### config.mk
export PLATFORM = sky130hd
export DESIGN_NAME = async_serial_transceiver
export DESIGN_NICKNAME = d
export VERILOG_FILES = /design/src/serial_comm_pkg.sv /design/src/baud_tick_gen.sv /design/src/async_serial_transceiver.sv
export SDC_FILE = /design/constraint.sdc
export NUM_CORES = 1
export LEC_CHECK = 0
export BUFFER_PORTS_ARGS = -buffer_cell sky130_fd_sc_hd__buf_4
export CELL_PAD_IN_SITES_DETAIL_PLACEMENT = 0
export CELL_PAD_IN_SITES_GLOBAL_PLACEMENT = 1
export CORE_ASPECT_RATIO = 0.75
export CORE_MARGIN = 3
export CORE_UTILIZATION = 40
export CTS_CLUSTER_SIZE = 16
export DETAILED_ROUTE_END_ITERATION = 12
export PLACE_DENSITY = 0.82
export RECOVER_POWER = 50
export SYNTH_ARGS = -nofsm -noshare
export SYNTH_HDL_FRONTEND = slang
export SYNTH_SLANG_ARGS = --single-unit
### constraint.sdc
create_clock -name sys_clk -period 1.81 [get_ports sys_clk]
set_input_delay 0.4525 -clock sys_clk [delete_from_list [all_inputs] [get_ports sys_clk]]
set_output_delay 0.4525 -clock sys_clk [all_outputs]
set_load 0.05 [all_outputs]
### src/serial_comm_pkg.sv
// Purpose: Shared types and constants of the serial comm unit
// Assumes: One 100 MHz system clock, registers reached as plain ports
// Notes:   Operation
// Operation
// RULE1: Line idles high; low edge starts reception
// RULE2: Length select: clear eight bits, set seven
// RULE3: Parity bit, or multiprocessor bit overriding parity
// RULE4: Stop length select: one or two stops
// RULE5: Sixteen-times clock, sample at eighth pulse
// RULE6: Transfer clock internal generator or external pin
// RULE7: External pin clock runs sixteen times bitrate
// RULE8: Output clock rises mid transmitted bit
// RULE9: Transmit disable forces data-empty flag high
// RULE10: Receive disable keeps receive flags and data
// RULE11: Disable both directions before changing format
// RULE12: External clock keeps running during initialization
// RULE13: Empty flag low: load shifter, set flag
// RULE14: Send start, data, extra bit, stops
// RULE15: Stop time, flag low: chain next frame
// RULE16: Stop time, flag high: set end, idle
// RULE17: Full when done: overrun, drop character
// RULE18: Parity mismatch: flag it, still store
// RULE19: Low stop bit: framing flag, still store
// RULE20: Clean frame: store data, set full
// RULE21: Errors never change the full flag
// RULE22: No reception while error flags remain set
// RULE23: Data bits travel least significant first
package serial_comm_pkg;

  localparam int unsigned OVERSAMPLE   = 16;
  localparam logic [3:0]  BIT_LAST     = 4'(OVERSAMPLE - 1);
  localparam logic [3:0]  SAMPLE_PHASE = 4'h7;
  localparam logic [3:0]  CLK_RISE     = 4'h8;
  localparam logic [2:0]  LAST_BIT8    = 3'h7;
  localparam logic [2:0]  LAST_BIT7    = 3'h6;
  localparam logic [3:0]  PHASE_ZERO   = 4'h0;
  localparam logic [7:0]  DATA_ZERO    = 8'h00;
  localparam logic [7:0]  MASK7        = 8'h7f;
  localparam logic [7:0]  DIV_ZERO     = 8'h00;

  typedef enum logic [2:0] {TX_IDLE, TX_START, TX_DATA, TX_EXTRA, TX_STOP} tx_state_e;
  typedef enum logic [2:0] {RX_IDLE, RX_START, RX_DATA, RX_EXTRA, RX_STOP} rx_state_e;

  typedef struct packed {
    logic charLengthSel;
    logic parityEnable;
    logic parityOdd;
    logic multiprocMode;
    logic stopTwo;
    logic clockEnableHi;
    logic clockEnableLo;
    logic transmitEnable;
    logic receiveEnable;
    logic txIrqEnable;
    logic txEndIrqEnable;
    logic rxIrqEnable;
  } cfg_s;

  typedef struct packed {
    logic txWrite;
    logic [7:0] txWriteData;
    logic multiprocBitTx;
    logic clrRxFull;
    logic clrOverrun;
    logic clrFraming;
    logic clrParity;
  } sw_s;

  typedef struct packed {
    logic txDataEmpty;
    logic txEndFlag;
    logic rxFullFlag;
    logic overrunFlag;
    logic framingErrFlag;
    logic parityErrFlag;
    logic multiprocBit;
  } flags_s;

  typedef struct packed {
    logic txEmptyIrq;
    logic txEndIrq;
    logic rxFullIrq;
    logic rxErrorIrq;
  } irq_s;

  localparam flags_s FLAGS_RESET = '{txDataEmpty: 1'b1, txEndFlag: 1'b1, default: 1'b0};

endpackage

### src/baud_tick_gen.sv
// Purpose: Sixteen-times basic clock tick from divider or pin
// Assumes: Pin clock is synchronous to sys_clk
// Notes:   Tick is a one-cycle pulse from a flop
`timescale 1ns/1ps
module baud_tick_gen (
  input  wire logic       sys_clk,
  input  wire logic       rst_n,
  input  wire logic       useExternal,
  input  wire logic [7:0] baudDivisor,
  input  wire logic       sclkIn,
  output logic            tick
);

  typedef struct packed {
    logic [7:0] count;
    logic       pinLast;
    logic       tick;
  } tick_state_s;

  localparam logic [7:0] DIV_ZERO_L = serial_comm_pkg::DIV_ZERO;

  tick_state_s q;
  tick_state_s d;

  always_comb begin
    d = q;
    d.pinLast = sclkIn;
    if (useExternal) begin
      // Pin must run at sixteen times the bit rate
      d.tick = sclkIn & ~q.pinLast; // RULE7 RULE6
      d.count = baudDivisor;
    end else begin
      d.tick = (q.count == DIV_ZERO_L); // RULE6
      d.count = (q.count == DIV_ZERO_L) ? baudDivisor : q.count - 8'h01;
    end
  end

  always_ff @(posedge sys_clk or negedge rst_n) begin
    if (!rst_n) begin
      q <= '0;
    end else begin
      q <= d;
    end
  end

  assign tick = q.tick;

  chk_ext_edge: assert property (@(posedge sys_clk) disable iff (!rst_n)
    (useExternal && sclkIn && !q.pinLast) |=> tick) // RULE7
    else $error("external edge gave no tick");

endmodule

### src/async_serial_transceiver.sv
// Purpose: Asynchronous full-duplex transmitter and receiver
// Assumes: Config changes only with both directions disabled
// Notes:   Interrupt requests are levels, gated by their enables
`timescale 1ns/1ps
module async_serial_transceiver (
  input  wire logic                    sys_clk,
  input  wire logic                    rst_n,
  input  wire serial_comm_pkg::cfg_s   cfg,
  input  wire serial_comm_pkg::sw_s    sw,
  input  wire logic [7:0]              baudDivisor,
  input  wire logic                    rxd,
  input  wire logic                    sclkIn,
  output logic                         txd,
  output logic                         sclkOut,
  output logic                         sclkOe,
  output serial_comm_pkg::flags_s      flags,
  output logic [7:0]                   rxDataReg,
  output serial_comm_pkg::irq_s        irq
);

  typedef struct packed {
    serial_comm_pkg::tx_state_e txState;
    logic [3:0]                 txPhase;
    logic [2:0]                 txBit;
    logic [7:0]                 txShiftReg;
    logic [7:0]                 txDataReg;
    logic                       txMpbHold;
    logic                       txExtra;
    logic                       txChain;
    logic                       txSecond;
    logic                       txd;
    logic                       sclk;
    logic                       sclkOe;
    serial_comm_pkg::rx_state_e rxState;
    logic [3:0]                 rxCnt;
    logic [2:0]                 rxBit;
    logic [7:0]                 rxShiftReg;
    logic                       rxExtra;
    logic [7:0]                 rxDataReg;
    serial_comm_pkg::flags_s    flags;
    serial_comm_pkg::irq_s      irq;
  } xcvr_state_s;

  xcvr_state_s q;
  xcvr_state_s d;
  logic        tick;
  logic        txBoundary;
  logic        rxSample;
  logic        txLoad;
  logic        enterStop;
  logic        rxDone;
  logic        hasExtra;
  logic [2:0]  dataLast;
  logic [7:0]  rxWord;
  logic        parityBad;
  logic        frameBad;
  logic        rxErr;

  // External clock only when the high clock-enable is set
  baud_tick_gen u_tick (
    .sys_clk     (sys_clk),
    .rst_n       (rst_n),
    .useExternal (cfg.clockEnableHi),
    .baudDivisor (baudDivisor),
    .sclkIn      (sclkIn),
    .tick        (tick)
  );

  always_comb begin
    d = q;
    txLoad = 1'b0;
    enterStop = 1'b0;
    rxDone = 1'b0;
    txBoundary = tick && (q.txPhase == serial_comm_pkg::BIT_LAST);
    rxSample = tick && (q.rxCnt == serial_comm_pkg::SAMPLE_PHASE); // RULE5
    dataLast = cfg.charLengthSel ? serial_comm_pkg::LAST_BIT7
                                 : serial_comm_pkg::LAST_BIT8; // RULE2
    hasExtra = cfg.multiprocMode | cfg.parityEnable; // RULE3
    // Seven-bit frames end up one place high in the shifter
    rxWord = cfg.charLengthSel ? {1'b0, q.rxShiftReg[7:1]} : q.rxShiftReg;
    parityBad = cfg.parityEnable && !cfg.multiprocMode
                && (^rxWord ^ q.rxExtra ^ cfg.parityOdd); // RULE3
    frameBad = !rxd;
    rxErr = q.flags.overrunFlag | q.flags.framingErrFlag | q.flags.parityErrFlag;

    if (tick) begin
      d.txPhase = q.txPhase + 4'h1;
      d.rxCnt = q.rxCnt + 4'h1;
    end

    // Software writes and clears first, so hardware sets win
    if (sw.txWrite) begin
      d.txDataReg = sw.txWriteData;
      d.txMpbHold = sw.multiprocBitTx;
      d.flags.txDataEmpty = 1'b0;
    end
    if (sw.clrRxFull) begin
      d.flags.rxFullFlag = 1'b0;
    end
    if (sw.clrOverrun) begin
      d.flags.overrunFlag = 1'b0;
    end
    if (sw.clrFraming) begin
      d.flags.framingErrFlag = 1'b0;
    end
    if (sw.clrParity) begin
      d.flags.parityErrFlag = 1'b0;
    end

    case (q.txState)
      serial_comm_pkg::TX_IDLE: begin
        if (txBoundary && cfg.transmitEnable && !q.flags.txDataEmpty) begin
          txLoad = 1'b1; // RULE13
          d.flags.txEndFlag = 1'b0;
          d.txState = serial_comm_pkg::TX_START;
        end
      end
      serial_comm_pkg::TX_START: begin
        if (txBoundary) begin
          d.txBit = 3'h0;
          d.txState = serial_comm_pkg::TX_DATA; // RULE14
        end
      end
      serial_comm_pkg::TX_DATA: begin
        if (txBoundary) begin
          d.txShiftReg = q.txShiftReg >> 1; // RULE23
          d.txBit = q.txBit + 3'h1;
          if (q.txBit == dataLast) begin
            if (hasExtra) begin
              d.txState = serial_comm_pkg::TX_EXTRA; // RULE14
            end else begin
              enterStop = 1'b1;
            end
          end
        end
      end
      serial_comm_pkg::TX_EXTRA: begin
        if (txBoundary) begin
          enterStop = 1'b1;
        end
      end
      serial_comm_pkg::TX_STOP: begin
        if (txBoundary) begin
          if (cfg.stopTwo && !q.txSecond) begin
            d.txSecond = 1'b1; // RULE4
          end else if (q.txChain) begin
            d.txState = serial_comm_pkg::TX_START; // RULE15
          end else begin
            d.txState = serial_comm_pkg::TX_IDLE; // RULE16
          end
        end
      end
      default: begin
        d.txState = serial_comm_pkg::TX_IDLE;
      end
    endcase

    if (enterStop) begin
      d.txState = serial_comm_pkg::TX_STOP;
      d.txSecond = 1'b0;
      d.txChain = !q.flags.txDataEmpty; // RULE15
      if (q.flags.txDataEmpty) begin
        d.flags.txEndFlag = 1'b1; // RULE16
      end else begin
        txLoad = 1'b1; // RULE15
      end
    end

    if (txLoad) begin
      d.txShiftReg = cfg.charLengthSel ? (q.txDataReg & serial_comm_pkg::MASK7)
                                       : q.txDataReg;
      // Multiprocessor bit replaces parity when that mode is on
      d.txExtra = cfg.multiprocMode ? q.txMpbHold
                : (^(d.txShiftReg) ^ cfg.parityOdd); // RULE3
      d.flags.txDataEmpty = 1'b1; // RULE13
    end

    if (!cfg.transmitEnable) begin
      d.flags.txDataEmpty = 1'b1; // RULE9
      d.txState = serial_comm_pkg::TX_IDLE;
    end

    case (d.txState)
      serial_comm_pkg::TX_START: d.txd = 1'b0; // RULE14
      serial_comm_pkg::TX_DATA:  d.txd = d.txShiftReg[0]; // RULE23
      serial_comm_pkg::TX_EXTRA: d.txd = d.txExtra;
      default:                   d.txd = 1'b1; // RULE16
    endcase
    // Bit-rate clock high in the second half of each bit
    d.sclk = d.txPhase[3]; // RULE8
    d.sclkOe = cfg.clockEnableLo && !cfg.clockEnableHi; // RULE8 RULE6

    case (q.rxState)
      serial_comm_pkg::RX_IDLE: begin
        d.rxCnt = serial_comm_pkg::PHASE_ZERO;
        // Held off while any error flag is still up
        if (tick && cfg.receiveEnable && !rxd && !rxErr) begin // RULE1 RULE22
          d.rxState = serial_comm_pkg::RX_START;
        end
      end
      serial_comm_pkg::RX_START: begin
        if (rxSample) begin
          d.rxBit = 3'h0;
          // A start that is high at mid-bit was a glitch
          d.rxState = rxd ? serial_comm_pkg::RX_IDLE
                          : serial_comm_pkg::RX_DATA; // RULE5
        end
      end
      serial_comm_pkg::RX_DATA: begin
        if (rxSample) begin
          d.rxShiftReg = {rxd, q.rxShiftReg[7:1]}; // RULE23
          d.rxBit = q.rxBit + 3'h1;
          if (q.rxBit == dataLast) begin
            d.rxState = hasExtra ? serial_comm_pkg::RX_EXTRA
                                 : serial_comm_pkg::RX_STOP;
          end
        end
      end
      serial_comm_pkg::RX_EXTRA: begin
        if (rxSample) begin
          d.rxExtra = rxd;
          d.rxState = serial_comm_pkg::RX_STOP;
        end
      end
      serial_comm_pkg::RX_STOP: begin
        if (rxSample) begin
          // A frame ending as receive is disabled must not touch flags
          rxDone = cfg.receiveEnable; // RULE1 RULE10
          d.rxState = serial_comm_pkg::RX_IDLE;
        end
      end
      default: begin
        d.rxState = serial_comm_pkg::RX_IDLE;
      end
    endcase

    if (rxDone) begin
      if (q.flags.rxFullFlag) begin
        d.flags.overrunFlag = 1'b1; // RULE17
      end else begin
        d.rxDataReg = rxWord; // RULE18 RULE19
        if (cfg.multiprocMode) begin
          d.flags.multiprocBit = q.rxExtra;
        end
        if (!parityBad && !frameBad) begin
          d.flags.rxFullFlag = 1'b1; // RULE20 RULE21
        end
      end
      if (parityBad) begin
        d.flags.parityErrFlag = 1'b1; // RULE18
      end
      if (frameBad) begin
        d.flags.framingErrFlag = 1'b1; // RULE19
      end
    end

    // Only the sequencer stops; flags and data are left alone
    if (!cfg.receiveEnable) begin
      d.rxState = serial_comm_pkg::RX_IDLE; // RULE10
    end

    d.irq.txEmptyIrq = cfg.txIrqEnable && cfg.transmitEnable && d.flags.txDataEmpty; // RULE13
    d.irq.txEndIrq = cfg.txEndIrqEnable && d.flags.txEndFlag; // RULE16
    d.irq.rxFullIrq = cfg.rxIrqEnable && d.flags.rxFullFlag; // RULE20
    d.irq.rxErrorIrq = cfg.rxIrqEnable && (d.flags.overrunFlag
                       | d.flags.framingErrFlag | d.flags.parityErrFlag); // RULE17
  end

  always_ff @(posedge sys_clk or negedge rst_n) begin
    if (!rst_n) begin
      q <= '{txState: serial_comm_pkg::TX_IDLE,
             rxState: serial_comm_pkg::RX_IDLE,
             txd: 1'b1,
             flags: serial_comm_pkg::FLAGS_RESET,
             default: '0};
    end else begin
      q <= d;
    end
  end

  assign txd = q.txd;
  assign sclkOut = q.sclk;
  assign sclkOe = q.sclkOe;
  assign flags = q.flags;
  assign rxDataReg = q.rxDataReg;
  assign irq = q.irq;

  chk_te_off_empty: assert property (@(posedge sys_clk) disable iff (!rst_n) // RULE9
    !cfg.transmitEnable |=> flags.txDataEmpty && q.txState == serial_comm_pkg::TX_IDLE)
    else $error("transmit disable left data-empty low");

  chk_re_off_hold: assert property (@(posedge sys_clk) disable iff (!rst_n) // RULE10
    (!cfg.receiveEnable && !sw.clrRxFull && !sw.clrOverrun && !sw.clrFraming
     && !sw.clrParity) |=> $stable(rxDataReg) && $stable(flags.rxFullFlag)
     && $stable(flags.overrunFlag) && $stable(flags.framingErrFlag))
    else $error("receive disable changed receive state");

  chk_load_empty: assert property (@(posedge sys_clk) disable iff (!rst_n) // RULE13
    (txLoad && cfg.transmitEnable) |=> flags.txDataEmpty
     && q.txShiftReg[6:0] == $past(q.txDataReg[6:0]))
    else $error("load did not set data-empty");

  chk_start_low: assert property (@(posedge sys_clk) disable iff (!rst_n) // RULE14
    q.txState == serial_comm_pkg::TX_START |-> !txd)
    else $error("start bit not low");

  chk_idle_high: assert property (@(posedge sys_clk) disable iff (!rst_n) // RULE16
    (q.txState == serial_comm_pkg::TX_IDLE || q.txState == serial_comm_pkg::TX_STOP)
     |-> txd)
    else $error("line not high in stop or idle");

  chk_end_flag: assert property (@(posedge sys_clk) disable iff (!rst_n) // RULE16
    (enterStop && q.flags.txDataEmpty && cfg.transmitEnable) |=> flags.txEndFlag)
    else $error("end flag not set at stop time");

  chk_sclk_mid: assert property (@(posedge sys_clk) disable iff (!rst_n) // RULE8
    $rose(sclkOut) |-> q.txPhase == serial_comm_pkg::CLK_RISE)
    else $error("output clock rose off mid-bit");

  chk_overrun_keep: assert property (@(posedge sys_clk) disable iff (!rst_n) // RULE17
    (rxDone && q.flags.rxFullFlag) |=> flags.overrunFlag && flags.rxFullFlag
     && $stable(rxDataReg))
    else $error("overrun handling wrong");

  chk_frame_err: assert property (@(posedge sys_clk) disable iff (!rst_n) // RULE19
    (rxDone && frameBad) |=> flags.framingErrFlag)
    else $error("low stop bit not flagged");

  chk_good_rx: assert property (@(posedge sys_clk) disable iff (!rst_n) // RULE20
    (rxDone && !frameBad && !parityBad && !q.flags.rxFullFlag)
     |=> flags.rxFullFlag && rxDataReg == $past(rxWord))
    else $error("clean frame not stored");

  chk_err_full: assert property (@(posedge sys_clk) disable iff (!rst_n) // RULE21
    (rxDone && (frameBad || parityBad) && !sw.clrRxFull)
     |=> flags.rxFullFlag == $past(q.flags.rxFullFlag))
    else $error("error changed full flag");

  chk_rx_blocked: assert property (@(posedge sys_clk) disable iff (!rst_n) // RULE22
    (q.rxState == serial_comm_pkg::RX_IDLE && rxErr) |=> q.rxState == serial_comm_pkg::RX_IDLE)
    else $error("reception resumed with error flag set");

  cov_tx_end: cover property (@(posedge sys_clk) disable iff (!rst_n)
    $rose(flags.txEndFlag));
  cov_tx_chain: cover property (@(posedge sys_clk) disable iff (!rst_n)
    enterStop && !q.flags.txDataEmpty);
  cov_rx_good: cover property (@(posedge sys_clk) disable iff (!rst_n)
    rxDone && !frameBad && !parityBad && !q.flags.rxFullFlag);
  cov_overrun: cover property (@(posedge sys_clk) disable iff (!rst_n)
    rxDone && q.flags.rxFullFlag);

endmodule

==> reports/metrics.yaml, run 1 <==
grt:
  busiest_layer: "met2"
  grt_pass1_vias: 3017
  use_met1_pct: 21.56
  grt_max_degree: 36
  grt_use_met3_pct: 5.744
  antenna_found_initial: 0
  grt_pass1_wl_um: 14370
  use_met2_pct: 24.15
  grt-ovfl-total: 0
  grt.total_usage_pct: 16.15
route:
  drcViolationCount: 0
  dr.pass1.iters: 4
  drtIter0Drc: 111
  drt_wl_total_um: 8408
  wl_per_cell_um: 13.85
  drt-vias-per-instance: 5.007
  antenna_left: 0
  vias: 3039
worst_setup_path:
  arrival_ns: 2.12
  crit_path_end_kind: "flip-flop"
  slowest_stage: "a311o_1"
  required_ns: 2.09
  start_kind: "flip-flop"
  crit_chain: "ha_2 > and4_4 > nand2_2 > a311o_1 > mux2_4 > a21oi_2 > a31o_1"
  cp_max_fo: 3
  critical_path_class: "reg -> reg"
  cpPeakStageDelay_ns: 0.37
clock_tree:
  htree_levels: 3
  clkTransAtPathRegs_ns: 0.05
  cts.sinks: 80
  clkLatencyLatePin_ns: 0.34
  tritoncts: "built"
  cts_buffer_depth: 2
  cts_root_buf: "clkbuf_16"
  cts_buffers: 9
sta:
  skew_ns: 0.006161
  finalCritPeriodShare_pct: 101.6
  drv_slew: 0
  rsz0062_at_grt: "true"
  finalSetupViolCount: 2
  setup_slack_ns: -0.02910
  min_period_ns: 1.839
  fmax_mhz: 543.7
  worst_pin_slew_ns: 0.8857
  hold_ws_ns: 0.2265
  finalHoldViolations: 0
  relSlewSlack_pct: 40.95
  timing.setup.tns_ns: -0.05172
final_layout:
  fin_area_um2: 5195
  area_delta_synth_final_pct: 27.17
  drive_above_1_share_pct: 34.53
  multi_input_area_um2: 1857
  diodes: 0
  finalNetCount: 514
  final_common_cell: "buf_4"
  seqCellArea_um2: 2011
  layout_common_cells: "buf_4 (100), dfrtp_1 (73), nor2_1 (28)"
  fill_cells: 873
die:
  ioPinCount: 60
  core_area_um2: 9813
  die_h_um: 93.52
  rows: 31
  start_util_pct: 41.63
  dieArea_um2: 11470
  die_width_um: 122.7
pwr:
  vdd_drop_max_mv: 0.6316
  powerDensity_nw_per_um2: 879.2
  p_leak_nw: 2.396
synth:
  synth-edff-count: 0
  async_reset_ff_share_pct: 100.0
  synth_seq_cells: 80
  yosys_most_used_dff: "dfrtp_1"
  synthCells: 388
  avgSynthCellArea_um2: 10.53
  yosysWarnings: 0
  yosysSeqAreaShare_pct: 49.10
  synth_area_um2: 4085
  synthDistinctLibCells: 57
  synthesis.nets: 432
placed_design:
  post_dp_cell_area_um2: 4838
  portBuffers: 59
  hpwlAfterDp_um: 6192
  routabilityCongestion: 0.8483
status:
  failed_checks: "negative setup slack"
  status: "complete, but fails checks"
job:
  drv_cap: 0
min_path:
  min_path_type: "in -> async"
## layer usage
metal  routed length [µm]  vias to the layer above
li1                     -                     1495
met1                 4078                     1466
met2                 3744                       65
met3                  446                       13
met4                  138                        0
met5                    0                        -
## report_power, final
part | internal (mW) | switching [mW]
Combinational | 0.365 | 0.329
Clock | 1.15 | 0.681
Sequential | 1.93 | 0.110
## state kept, by name, summed over array words and instances (netlist names)
register / flops
txd: 1
q: 49
flags: 7
sclkOe: 1
irq: 4
rxDataReg: 8
u_tick.q: 9
u_tick.tick: 1
## stage by stage
step	utilization (%)	power, mW	setup WS (ns)	std cells
3_3_place_gp	49.31	2.723	-0.1178	587
4_1_cts	52.76	4.642	-0.006289	605
5_1_grt	52.94	4.806	-0.1183	607
6_report	52.94	4.567	-0.02910	607
2_1_floorplan	-	2.448	-0.09069	388
3_5_place_dp	49.31	2.745	-0.1805	587
## cell usage after synthesis, types with 2 or more instances
| master | number | area share [%] |
|---|---|---|
| nand2_1 | 26 | 2.4 |
| nor2_1 | 31 | 2.8 |
| and2_1 | 2 | 0.31 |
| mux2i_1 | 18 | 4.4 |
| xnor2_1 | 19 | 4.1 |
| clkbuf_1 | 10 | 0.92 |
| a21oi_1 | 18 | 2.2 |
| nand2b_1 | 6 | 0.92 |
| a32o_1 | 2 | 0.49 |
| nor2b_1 | 5 | 0.77 |
| xor2_1 | 11 | 2.4 |
| or4b_1 | 2 | 0.49 |
| o21bai_1 | 2 | 0.37 |
| nand4_1 | 5 | 0.77 |
| nor3_1 | 3 | 0.37 |
| a41oi_1 | 2 | 0.43 |
| and3_1 | 3 | 0.46 |
| dfstp_2 | 3 | 1.9 |
| inv_1 | 17 | 1.6 |
| mux2_2 | 21 | 5.8 |
| o21ai_0 | 18 | 2.2 |
| buf_4 | 20 | 3.7 |
| nand3b_1 | 3 | 0.55 |
| ha_1 | 6 | 1.8 |
| nor4_1 | 2 | 0.31 |
| o21ai_1 | 4 | 0.49 |
| or3_1 | 2 | 0.31 |
| buf_2 | 5 | 0.61 |
| a31oi_1 | 3 | 0.46 |
| nand3_1 | 8 | 0.98 |
| a21o_1 | 2 | 0.37 |
| dfrtp_1 | 77 | 47 |
| a21boi_0 | 3 | 0.55 |
| a22o_1 | 6 | 1.3 |
## worst paths after layout
check                             startpoint            to  slack (ns)  cells past startpoint
worst max-delay path                   q[64]           txd       -0.03                      7
worst min-delay path                   rst_n        irq[1]        0.23                      1
worst max register to register         q[64]           txd       -0.03                      7
worst min register to register  rxDataReg[6]  rxDataReg[6]        0.48                      2
max in group asynchronous              rst_n   u_tick.tick        0.51                      2
min in group sys_clk                  sclkIn   u_tick.q[1]        0.26                      1
## kinds of logic after synthesis
| family | after synthesis | synth area share, % |
|---|---|---|
| flip-flops | 80 | 49.10 |
| adder cells (fa/ha/maj) | 6 | 1.838 |
| multiplexers | 41 | 10.84 |
| AND/OR/NAND/NOR | 105 | 13.02 |
| buffers and inverters | 53 | 6.891 |
| AO/OA/AOI/OAI | 72 | 11.33 |
| XOR/XNOR | 31 | 6.983 |
## critical path, delay by kind of cell, from the launching register on
kind	cells	cell delay [ns]
flops	1	0.36
simple gates	2	0.28
fa+ha+maj	1	0.21
mux	1	0.33
compound gates	3	0.60
## cell type report
| cell class | instances | area share, % |
|---|---|---|
| flip-flops and latches | 80 | 38.70 |
| multi-input cells | 255 | 35.74 |
| repair buffers | 107 | 15.32 |
| clock buffers | 14 | 5.082 |
| well taps | 132 | 3.179 |
| inverters | 17 | 1.228 |
| clock inverters | 2 | 0.7466 |
## repair_timing
item | 4_1_cts | 5_1_grt
hold buffers | 0 | 0
gates resized for setup | 7 | 15
setup buffers | 2 | 2
pin swaps | 3 | 8
endpoints found under the setup margin | 3 | 30
(Power assumes the default switching activity.)
==> inputs of run 2 (changes only) <==
- PLACE_DENSITY: 0.82 -> 0.74
==> reports/metrics.yaml, run 2 (synthesis gave the netlist of run 1 again) <==
status:
  status: "complete, but fails checks"
  failed_checks: "negative setup slack"
route:
  top_layer_used: "met4"
  drt-vias-per-instance: 4.916
  wl_met2_um: 3492
  wl_per_cell_um: 13.63
  antenna_left: 0
  drtIter0Drc: 154
  drt_wl_total_um: 8300
  drcViolationCount: 0
  route.met3.wl_um: 455
  dr.pass1.iters: 5
  vias: 2994
  met1_length_um: 4245
placed_design:
  hpwlAfterDp_um: 6076
  portBuffers: 59
  post-place-ws_ns: -0.1626
  place_inst: 588
  routabilityCongestion: 0.7928
min_path:
  min_path_type: "in -> async"
worst_setup_path:
  cp_max_fo: 8
  rrSetupSlack_ns: -0.04
  crit_path_end_kind: "flip-flop"
  required_ns: 2.03
  reg2regPathDepth: 6
  critical_path_class: "reg -> reg"
  arrival_ns: 2.06
  start_kind: "flip-flop"
grt:
  grt.total_usage_pct: 15.67
  grt_pass1_wl_um: 14090
  grt-ovfl-total: 0
  grt_max_degree: 38
  antenna_found_initial: 0
  grt_pass1_vias: 2906
clock_tree:
  htree_levels: 3
  holdBufCountCts: 0
  tritoncts: "built"
  cts.sinks: 80
  cts_root_buf: "clkbuf_16"
  clkLatencyLatePin_ns: 0.33
  clkTransAtPathRegs_ns: 0.06
  cts_buffer_depth: 2
  cts_buffers: 9
sta:
  finalCritPeriodShare_pct: 102.1
  min_period_ns: 1.847
  worst_pin_slew_ns: 0.9527
  setup_slack_ns: -0.03721
  finalSetupViolCount: 8
  drv_slew: 0
  skew_ns: 0.009097
  hold_ws_ns: 0.2631
  relSlewSlack_pct: 36.49
  rsz0062_at_grt: "true"
  finalHoldViolations: 0
  fmax_mhz: 541.4
pwr:
  p_leak_nw: 2.435
  vdd_drop_max_mv: 0.7246
  powerDensity_nw_per_um2: 861.4
  total_power_mw: 4.546
final_layout:
  largest_register_ff_count: 49
  fill_cells: 893
  final_common_cell: "buf_4"
  largest_register: "q"
  diodes: 0
  drive_above_1_share_pct: 37.11
  fin_cells: 609
  layout_common_cells: "buf_4 (97), dfrtp_1 (75), nor2_1 (28)"
  finalNetCount: 516
  final_core_util_pct: 53.78
  area_delta_synth_final_pct: 29.19
die:
  dieArea_um2: 11470
  die_h_um: 93.52
  core_area_um2: 9813
  rows: 31
  die_width_um: 122.7
  ioPinCount: 60
  start_util_pct: 41.63
job:
  drv_cap: 0
==> run 2: cell types whose count changed in the layout (fill, tap and decap cells not counted), moves of 3 or more <==
cell     previous run  this run
buf_4             100        97
buf_6               1         6
nand2_1            25        21
nand2_2             1         5
o21ai_0            16        12
o21ai_1             4         7
==> run 2: stage by stage <==
step           cell area [µm²]  setup TNS (ns)
3_5_place_dp              4833         -0.8760
2_1_floorplan             4086        -0.09069
6_report                  5278         -0.2342
4_1_cts                   5159               0
3_3_place_gp              4833         -0.4629
5_1_grt                   5278          -1.351
==> run 2: timing repair <==
item	4_1_cts	5_1_grt
setup buffers	0	4
setup endpoints to repair	3	33
cloned	0	1
pin swaps	1	5
gates resized for setup	4	37
==> run 2: path summary, 6_finish.rpt <==
path	startpoint	endpoint
max in group asynchronous	rst_n	u_tick.tick
min	rst_n	irq[0]
min in group sys_clk	sclkIn	u_tick.q[1]
min reg2reg	rxDataReg[6]	rxDataReg[6]
max	q[32]	q[26]
max reg2reg	q[32]	q[26]
==> run 2: layout make-up <==
type / count / area [µm²] / share of cell area (%)
clock buffers: 10 / 239.0 / 4.528
clock inverters: 6 / 67.56 / 1.280
inverters: 17 / 63.81 / 1.209
multi-input cells: 255 / 1906 / 36.11
flip-flops and latches: 80 / 2008 / 38.05
well taps: 132 / 165.2 / 3.129
repair buffers: 109 / 828.3 / 15.69
==> run 2: metal layers <==
layer	GRT usage, %	vias to the layer above
li1	-	1496
met1	22.85	1434
met2	21.65	56
met3	5.200	8
met4	5.312	0
met5	0	-
==> run 2: where the power goes <==
group / internal, mW / switching (mW) / total [mW]
clock: 1.11 / 0.714 / 1.82
combinational: 0.357 / 0.327 / 0.684
sequential: 1.93 / 0.106 / 2.04
==> run 2: worst max-delay path, stage by stage (launching register included) <==
cell	delay, ns
dfrtp_1	0.36
ha_2	0.19
nand4b_1	0.12
buf_4	0.16
or4b_4	0.48
buf_6	0.16
mux2_2	0.27
